File: config.mk
export PLATFORM = sky130hd
export DESIGN_NAME = i3c_async0_timing_control
export DESIGN_NICKNAME = d
export VERILOG_FILES = /design/src/timing_ctrl_pkg.sv /design/src/i3c_async0_timing_control.sv /design/src/osc_edge_detect.sv
export VERILOG_INCLUDE_DIRS = /design/src
export SDC_FILE = /design/constraint.sdc
export NUM_CORES = 1
export LEC_CHECK = 0
export ABC_AREA = 1
export BUFFER_PORTS_ARGS = -buffer_cell sky130_fd_sc_hd__buf_4
export CELL_PAD_IN_SITES_DETAIL_PLACEMENT = 1
export CELL_PAD_IN_SITES_GLOBAL_PLACEMENT = 1
export CORE_MARGIN = 3
export CORE_UTILIZATION = 45
export CTS_CLUSTER_SIZE = 24
export DETAILED_ROUTE_END_ITERATION = 8
export GPL_ROUTABILITY_DRIVEN = 1
export PLACE_DENSITY = 0.81
export SETUP_SLACK_MARGIN = 0.4
export SLEW_MARGIN = 20
export SYNTH_ARGS = -nofsm -noshare
export SYNTH_HDL_FRONTEND = slang
export SYNTH_SLANG_ARGS = --single-unit
File: constraint.sdc
create_clock -name ref_clk -period 4 [get_ports ref_clk]
set_input_delay 0.4 -clock ref_clk [delete_from_list [all_inputs] [get_ports ref_clk]]
set_output_delay 0.4 -clock ref_clk [all_outputs]
set_load 0.05 [all_outputs]
File: src/timing_ctrl_defines.svh
/*
  Constants for the asynchronous timing control block: oscillator figures,
  capability reply encodings and counter widths.
  Assumes inclusion by bare name from the package and the design modules.
*/
`ifndef TIMING_CTRL_DEFINES_SVH
`define TIMING_CTRL_DEFINES_SVH

// Internal oscillator nominal rate in Hz and the reporting unit in Hz.
`define OSC_FREQ_HZ        4320000
`define OSC_FREQ_UNIT_HZ   500000
// Frequency byte, rounded to the nearest multiple of the unit.
`define OSC_FREQ_CODE      ((`OSC_FREQ_HZ + (`OSC_FREQ_UNIT_HZ / 2)) / `OSC_FREQ_UNIT_HZ)
// Oscillator accuracy in whole percent.
`define OSC_ACCURACY_PCT   5

// Sub-command byte that enters asynchronous mode 0.
`define SUBCMD_ASYNC0      8'hDF

// Supported-modes byte of the capability reply.
`define MODE_BIT_SYNC      0
`define MODE_BIT_ASYNC0    1
// State byte of the capability reply.
`define STATE_BIT_ASYNC0   1

// Width of each timing count and number of payload bytes after the mandatory byte.
`define COUNT_W            16
`define COUNT_MAX          16'hFFFF
`define PAYLOAD_BYTES      4
`define BYTE_IDX_W         2

`endif

File: src/timing_ctrl_pkg.sv
/*
  Types shared by the asynchronous timing control block and its bench.
  Assumes the defines header sits in the same folder.
*/
`include "timing_ctrl_defines.svh"

package timing_ctrl_pkg;

  // Decoded common command from the target protocol engine, valid for one cycle.
  typedef struct packed {
    logic       getTime;
    logic       setTime;
    logic [7:0] subCmd;
  } ccc_t;

  // Capability reply, four bytes handed back as one word.
  typedef struct packed {
    logic [7:0] modes;
    logic [7:0] state;
    logic [7:0] freq;
    logic [7:0] accuracy;
  } xtime_reply_t;

  // One payload byte offered to the protocol engine.
  typedef struct packed {
    logic       valid;
    logic       last;
    logic [7:0] data;
  } payload_t;

endpackage

File: src/i3c_async0_timing_control.sv
/*
  Asynchronous timing control, mode 0, for the target side of an I3C link.
  Counts internal oscillator rising edges from data ready to interrupt acknowledge,
  and from acknowledge to the transition bit of the mandatory byte, then
  offers both counts as payload bytes of the same in-band interrupt.
  Assumes a target protocol engine on ref_clk that decodes commands, runs
  the interrupt on the bus and pulls payload bytes; dataReady comes from the
  measurement logic on ref_clk; oscIn is the free-running oscillator.
*/
`include "timing_ctrl_defines.svh"

// Overview of operation
// Only asynchronous mode 0 is implemented; other timing sub-commands leave it.
// All counts are in ticks of the internal oscillator, sampled as edges.
// First count runs from data ready to interrupt acknowledge.
// Second count runs from acknowledge to the mandatory byte transition bit.
// Capability query answers accuracy, frequency in 500 kHz units, async0 and sync.
// Set command with sub-command 0xDF enters asynchronous mode 0.
// In mode 0 data ready raises interrupts without a separate enable.
// Each timed event is one in-band interrupt carrying its counts.
// Controller may stall the clock briefly during the mandatory byte read.
// Both counts are latched at their ends and sent after the mandatory byte.
module i3c_async0_timing_control
(
  input  wire logic                        ref_clk,
  input  wire logic                        resetn,
  input  wire logic                        oscIn,
  input  wire timing_ctrl_pkg::ccc_t       ccc,
  input  wire logic                        dataReady,
  input  wire logic                        ibiAck,
  input  wire logic                        transitionBit,
  input  wire logic                        payloadTake,
  output timing_ctrl_pkg::xtime_reply_t    reply,
  output logic                             replyValid,
  output logic                             async0Active,
  output logic                             ibiRequest,
  output timing_ctrl_pkg::payload_t        payload
);

  import timing_ctrl_pkg::*;

  typedef enum logic [1:0] {
    ST_ARMED,
    ST_COUNT1,
    ST_COUNT2,
    ST_PAYLOAD
  } phase_t;

  phase_t                   phase_q;
  phase_t                   phase_d;
  logic                     mode_q;
  logic                     mode_d;
  logic [`COUNT_W-1:0]      count_q;
  logic [`COUNT_W-1:0]      count_d;
  logic [`COUNT_W-1:0]      first_q;
  logic [`COUNT_W-1:0]      second_q;
  logic [`BYTE_IDX_W-1:0]   byteIdx_q;
  logic [`BYTE_IDX_W-1:0]   byteIdx_d;
  logic                     ibi_q;
  xtime_reply_t             reply_q;
  logic                     replyValid_q;
  payload_t                 payload_q;
  payload_t                 payload_d;
  logic                     oscTick;

  wire                      enterAsync0;
  wire                      leaveAsync0;
  wire                      startEvent;
  wire                      ackEvent;
  wire                      tbitEvent;
  wire                      byteTaken;
  wire                      lastTaken;
  wire                      countSat;
  wire [`COUNT_W-1:0]       countInc;
  wire [7:0]                byteSel;
  wire [2*`COUNT_W-1:0]     countBytes;
  wire [7:0]                stateByte;
  wire [7:0]                modesByte;

  // Rising oscillator edges become one-cycle ticks on ref_clk.
  osc_edge_detect u_osc_edge
  (
    .ref_clk (ref_clk),
    .resetn  (resetn),
    .oscIn   (oscIn),
    .tick    (oscTick)
  );

  // Mode switching: 0xDF enters mode 0, any other timing sub-command leaves it.
  assign enterAsync0 = ccc.setTime & (ccc.subCmd == `SUBCMD_ASYNC0);
  assign leaveAsync0 = ccc.setTime & (ccc.subCmd != `SUBCMD_ASYNC0);
  assign mode_d      = enterAsync0 ? 1'b1 : (leaveAsync0 ? 1'b0 : mode_q);

  // Sequence events; data ready needs the mode and the armed phase, no interrupt enable.
  assign startEvent = mode_q & dataReady & (phase_q == ST_ARMED);
  assign ackEvent   = ibiAck & (phase_q == ST_COUNT1);
  assign tbitEvent  = transitionBit & (phase_q == ST_COUNT2);
  assign byteTaken  = payloadTake & payload_q.valid;
  assign lastTaken  = byteTaken & payload_q.last;

  // Oscillator tick counter saturates rather than wrapping on long waits.
  assign countSat = (count_q == `COUNT_MAX);
  assign countInc = countSat ? count_q : count_q + `COUNT_W'(1);

  // Payload order: first count low, first high, second low, second high.
  assign countBytes = {second_q, first_q};
  assign byteSel    = countBytes[byteIdx_d*8 +: 8];

  // Capability reply fields.
  assign modesByte = 8'(1 << `MODE_BIT_SYNC) | 8'(1 << `MODE_BIT_ASYNC0);
  assign stateByte = mode_q ? 8'(1 << `STATE_BIT_ASYNC0) : 8'h00;

  // Phase sequencing; leaving the mode abandons any sequence in flight.
  always_comb
  begin
    phase_d = phase_q;
    count_d = count_q;
    if (leaveAsync0)
    begin
      phase_d = ST_ARMED;
    end
    else
    begin
      unique case (phase_q)
        ST_ARMED:
        begin
          if (startEvent)
          begin
            phase_d = ST_COUNT1;
            count_d = '0;
          end
        end
        ST_COUNT1:
        begin
          if (ackEvent)
          begin
            phase_d = ST_COUNT2;
            // A tick on the acknowledge edge belongs to the first count only.
            count_d = '0;
          end
          else if (oscTick)
          begin
            count_d = countInc;
          end
        end
        ST_COUNT2:
        begin
          if (tbitEvent)
          begin
            phase_d = ST_PAYLOAD;
          end
          else if (oscTick)
          begin
            count_d = countInc;
          end
        end
        ST_PAYLOAD:
        begin
          if (lastTaken)
          begin
            phase_d = ST_ARMED;
          end
        end
      endcase
    end
  end

  // Payload byte pointer and the byte offered next.
  always_comb
  begin
    byteIdx_d = byteIdx_q;
    payload_d = payload_q;
    if (leaveAsync0 || lastTaken)
    begin
      byteIdx_d = '0;
      payload_d = '0;
    end
    else if (tbitEvent)
    begin
      byteIdx_d       = '0;
      payload_d.valid = 1'b1;
      payload_d.last  = 1'b0;
    end
    else if (byteTaken)
    begin
      byteIdx_d       = byteIdx_q + `BYTE_IDX_W'(1);
      payload_d.last  = (byteIdx_d == `BYTE_IDX_W'(`PAYLOAD_BYTES - 1));
    end
    payload_d.data = payload_d.valid ? byteSel : 8'h00;
  end

  // Mode, phase and counter state.
  always_ff @(posedge ref_clk or negedge resetn)
  begin
    if (!resetn)
    begin
      mode_q  <= 1'b0;
      phase_q <= ST_ARMED;
      count_q <= '0;
    end
    else
    begin
      mode_q  <= mode_d;
      phase_q <= phase_d;
      count_q <= count_d;
    end
  end

  // Count latches: each count is frozen at its own ending event.
  always_ff @(posedge ref_clk or negedge resetn)
  begin
    if (!resetn)
    begin
      first_q  <= '0;
      second_q <= '0;
    end
    else
    begin
      if (ackEvent)
        first_q <= oscTick ? countInc : count_q;
      if (tbitEvent)
        second_q <= oscTick ? countInc : count_q;
    end
  end

  // Interrupt request stands from data ready until the acknowledge.
  always_ff @(posedge ref_clk or negedge resetn)
  begin
    if (!resetn)
      ibi_q <= 1'b0;
    else if (startEvent && !leaveAsync0)
      ibi_q <= 1'b1;
    else if (ackEvent || leaveAsync0)
      ibi_q <= 1'b0;
  end

  // Payload pointer and offered byte.
  always_ff @(posedge ref_clk or negedge resetn)
  begin
    if (!resetn)
    begin
      byteIdx_q <= '0;
      payload_q <= '0;
    end
    else
    begin
      byteIdx_q <= byteIdx_d;
      payload_q <= payload_d;
    end
  end

  // Capability reply is presented one cycle after the query, for one cycle.
  always_ff @(posedge ref_clk or negedge resetn)
  begin
    if (!resetn)
    begin
      reply_q      <= '0;
      replyValid_q <= 1'b0;
    end
    else
    begin
      replyValid_q <= ccc.getTime;
      if (ccc.getTime)
      begin
        reply_q.modes    <= modesByte;
        reply_q.state    <= stateByte;
        reply_q.freq     <= 8'(`OSC_FREQ_CODE);
        reply_q.accuracy <= 8'(`OSC_ACCURACY_PCT);
      end
    end
  end

  // Outputs come straight from registers.
  assign reply        = reply_q;
  assign replyValid   = replyValid_q;
  assign async0Active = mode_q;
  assign ibiRequest   = ibi_q;
  assign payload      = payload_q;

endmodule

File: src/osc_edge_detect.sv
/*
  Synchroniser and rising edge detector for the internal oscillator clock.
  Assumes oscIn is asynchronous to refClk and slower than half its rate.
*/
module osc_edge_detect
(
  input  wire logic ref_clk,
  input  wire logic resetn,
  input  wire logic oscIn,
  output logic      tick
);

  logic syncA_q;
  logic syncB_q;
  logic prev_q;
  logic tick_q;
  wire  riseSeen;

  // The edge is judged only on the second stage and its delayed copy.
  assign riseSeen = syncB_q & ~prev_q;

  // Two-stage synchroniser, a history stage and the registered pulse.
  always_ff @(posedge ref_clk or negedge resetn)
  begin
    if (!resetn)
    begin
      syncA_q <= 1'b0;
      syncB_q <= 1'b0;
      prev_q  <= 1'b0;
      tick_q  <= 1'b0;
    end
    else
    begin
      syncA_q <= oscIn;
      syncB_q <= syncA_q;
      prev_q  <= syncB_q;
      tick_q  <= riseSeen;
    end
  end

  assign tick = tick_q;

endmodule

# Yosys cells after proc, flatten, opt, wreduce, memory -nomap -nowiden
# Cells that the tools add are included.
[totals] regBits=78 in_bits=17 out_inout_bits=45 wordCells=80
[classes] add_sub_neg=2 eq_ne=13 n_shift=1 n_mux=25 bitwise_logic=11 n_reduce_logical=11
[op_table] op="two-way mux 16 bit" count=5
[op_table] op="one-hot mux 16 bit (3 select lines)" count=1
[op_table] op="variable part select 32 x 6 -> 8 bit" count=1
[op_table] op="two-way mux 2 bit" count=10
[op_table] op="adder 16 x 1 -> 16 bit (second input constant)" count=1
[op_table] op="equality test 16 bit (second input constant)" count=1
[op_table] op="!= test 3 bit (second input constant)" count=4
[op_table] op="AND 1 bit" count=9
[op_table] op="equality test 8 bit (second input constant)" count=1
[op_table] op="two-way mux 8 bit" count=1
[op_table] op="!= test 8 bit (second input constant)" count=1
[op_table] op="one-hot mux 2 bit (4 select lines)" count=1
[op_table] op="AND reduction 4 bit" count=2
[op_table] op="two-way mux 1 bit" count=7
[op_table] op="equality test 2 bit (second input constant)" count=3
[op_table] op="nonzero test 3 bit" count=2
[op_table] op="!= test 2 bit (second input constant)" count=2
[op_table] op="nonzero test 2 bit" count=2
[op_table] op="adder 2 x 1 -> 2 bit (second input constant)" count=1
[op_table] op="equality test 2 x 1 -> 1 bit (second input constant)" count=1
[op_table] op="logical NOT 2 bit" count=1
[op_table] op="logical OR 1 bit" count=2
[op_table] op="inverter 1 bit" count=2
[op_table] op="logical AND 1 bit" count=1
[op_table] op="logical NOT 1 bit" count=1

# Depth between registers and ports, before layout
[logic_depth] depth_word=6 mapped_depth=10 depth_no_buf=10

# By module
# From an unflattened synthesis, not the netlist that was laid out.
[hier_totals] cells_unflattened=504 hier_area_um2=4012.6
[by_module_without_submodules] module="i3c_async0_timing_control" instances=1 cells_each=498 area_each_um2=3902.5 seq_area_each_um2=1676.6
[by_module_without_submodules] module="osc_edge_detect" instances=1 cells_each=6 area_each_um2=110.1 seq_area_each_um2=100.1

# Worst setup path before layout
# Ideal clock, no wire load.
[synth_path] path_type="reg2reg" from="reg payload_q, in the netlist payload[9]" to="reg payload_q, in the netlist payload[4]" setup_time_ns=0.078 arrival_ns=1.525 t_required_ns=3.922 setup_slack_ns=2.397 stages_incl_launch_ff=7 path_buffers=0 synth_period_minus_slack_ns=1.603 cell_sequence="dfrtp_1 nand2_1 o211ai_1 inv_1 nand3_1 nand3_1 a21oi_1"
[synth_rtl] item="start, declared" line="i3c_async0_timing_control.sv:62" rtl="payload_t payload_q;"
[synth_rtl] item="start signal, assigned" line="i3c_async0_timing_control.sv:248" rtl="payload_q <= payload_d;"

==> impl_metrics.tcl <==
set metrics [dict create \
    period_minus_slack_ns 2.46 \
    startpoint "phase_q[0]$_DFFE_PN0P_" \
    hold_viol_final 0 \
    cp_max_fo 22 \
    cts_tree "done" \
    ir_worst_vdd_v 0.000164 \
    layout_setup_ws_ns 1.54 \
    finClkSkew_ns 0.0134 \
    netlist_area_mm2 0.00393 \
    syn_area_per_cell_um2 7.91 \
    ioPinCount 62 \
    final_area_mm2 0.00429 \
    required_ns 4.25 \
    grt_pass1_vias 3509 \
    timing.fmax_mhz 407 \
    ant_nets 0 \
    dieWidth_um 99.4 \
    syn-instance-count 496 \
    min_from "oscIn" \
    ys_seq_elements 71 \
    die-area_mm2 0.00988 \
    async_flop_share_pct 100 \
    cts_made_buffers 9 \
    grt_remaining_overflow 0 \
    finalSetupTns_ns 0 \
    synth_edf_count 0 \
    drt_pre_antenna_iters 4 \
    drv_cap 0 \
    ys_warn_count 0 \
    grt_antenna_before_repair 0 \
    rsz0062_at_grt "false" \
    report.final.slew_viol_count 0 \
    post_cts_resized 0 \
    worstSetupStartpointType "register" \
    synth_top_flop_cell "dfrtp_1" \
    grt_pass1_wl_um 17800 \
    core_mm2 0.00834 \
    arrival_ns 2.71 \
    leakage_nw 2.13 \
    hold_buffers 0 \
    vias 3351 \
    r2r_start "phase_q[0]$_DFFE_PN0P_" \
    clockBufferDepth 2 \
    grt_use_total_pct 22.4 \
    end_kind "register" \
    status "finished, final reports clean" \
    fp.dieH_um 99.4 \
    cts_max_level 3 \
    cts_root_buffer "clkbuf_8" \
    min_path_type "in2reg" \
    fin_nets 546 \
    whs_ns 0.151 \
    diodes 0 \
    drive_gt1_share_pct 16.1 \
    place_ws_ns 1.37 \
    clkSlewWorstSetupHoldPaths_ns 0.09 \
    setup_viol 0 \
    gp_congestion 0.841 \
    p_per_area_mw_per_mm2 439 \
    path_class "reg2reg" \
    avgViaCountPerCell 5.29 \
    post-cts-setup-buffers 0 \
    initial_core_util_pct 47.1 \
    clk_latency_ns 0.35 \
    wl_per_cell_um 16.7 \
    area_growth_pct 9.31 \
    rows 33 \
    place_area_mm2 0.00412 \
    synth_seq_area_share_pct 45.3 \
    clock-sinks 71 \
    placed_cells 617 \
    worst_slew_pin_slew_ns 0.918 \
    drt_wl_total_um 10500 \
    first_iter_violations 140 \
    final_cells 633 \
    grt_max_degree 72 \
    portBuffers 36 \
    synth_cell_types 35 \
    fin_crit_sh_pct 61.5 \
    relSlewSlack_pct 38.8 \
    post-route-drc-count 0 \
    dp_hpwl_um 7670 \
]
==> registers in the layout, indices dropped and copies added (netlist names), 2 cells and up <==
signal / flops
byteIdx_q: 2
count_q: 16
first_q: 16
payload: 10
phase_q: 2
reply: 2
second_q: 16
==> final timing paths <==
kind / to / slack (ns) / depth (start not counted)
setup / recovery: payload[7]$_DFF_PN0_ / 1.54 / 10
hold / removal: u_osc_edge.syncA_q$_DFF_PN0_ / 0.15 / 1
setup reg to reg: payload[7]$_DFF_PN0_ / 1.54 / 10
hold reg to reg: u_osc_edge.syncB_q$_DFF_PN0_ / 0.36 / 0
max in group asynchronous: first_q[5]$_DFFE_PN0P_ / 3.22 / 1
min in group asynchronous: payload[8]$_DFFE_PN0P_ / 0.19 / 1
==> synthesized netlist by cell type, drive strengths merged (4+ instances only) <==
cell	n	area (µm²)
dfrtp	71	1780
clkbuf	5	22.5
a21oi	12	60.1
nand3	58	318
inv	66	248
nand4	20	125
or2	10	62.6
nor3	4	36.3
nand2	128	493
o21ai	37	193
buf	41	293
ha	6	75.1
nor2	25	121
==> per-layer routing <==
layer	up-vias	wire length (µm)	track usage [%]
li1	1603	-	-
met1	1691	4680	29.1
met2	48	5510	39.6
met3	9	256	3.09
met4	0	102	5.04
met5	-	0	0
==> stage by stage <==
| stage | total power [mW] | utilization, % |
|---|---|---|
| 2_1_floorplan | 1.25 | - |
| 3_3_place_gp | 1.34 | 49.4 |
| 3_5_place_dp | 1.37 | 49.4 |
| 4_1_cts | 1.90 | 51.4 |
| 5_1_grt | 2.00 | 51.4 |
| 6_report | 1.89 | 51.4 |
==> layout by cell type, fill, tap and decap left out, types with 7 or more instances in the layout <==
cell / synthesis / layout
a21oi_1: 12 / 12
buf_4: 35 / 38
clkbuf_8: 0 / 10
conb_1: 1 / 25
dfrtp_1: 71 / 71
inv_1: 63 / 63
nand2_1: 123 / 123
nand3_1: 54 / 54
nand4_1: 20 / 20
nor2_1: 20 / 20
o21ai_0: 28 / 28
o21ai_1: 7 / 7
or2_2: 9 / 9
==> power by group <==
group / switching, mW / leakage (nW) / internal, mW
Sequential: 0.0519 / 0.959 / 0.803
Combinational: 0.355 / 1.08 / 0.145
Clock: 0.291 / 0.0918 / 0.239
==> logic make-up (layout without fill, tap and decap cells) <==
logic type / count (synthesis) / count (layout) / share of synthesized area [%]
other: 1 / 25 / 0.0955
DFF: 71 / 71 / 45.3
adders and majority gates: 6 / 6 / 1.91
and+or+nand+nor: 245 / 245 / 29.5
xor gates and xnor gates: 4 / 4 / 0.893
buffers and inverters: 112 / 120 / 14.3
muxes: 1 / 1 / 0.287
AOI/OAI and AO/OA: 56 / 56 / 7.75
==> area by class of cell <==
cell class / count / area (µm²)
fill: 1083 / 4050
sequential: 71 / 1780
multi-input combinational: 337 / 1680
timing repair buffer: 38 / 285
inverter: 66 / 248
clock buffer: 10 / 138
tap: 105 / 131
clock inverter: 6 / 36.3
==> worst max-delay path: stages (launching register included) <==
cell	delay, ns
dfrtp_1	0.40
inv_1	0.10
ha_1	0.24
nand2_2	0.28
nand2_1	0.09
nor2_1	0.09
buf_4	0.25
nand3_1	0.41
nand2_1	0.21
nand3_1	0.09
a21oi_1	0.19
(Power assumes the default switching activity.)
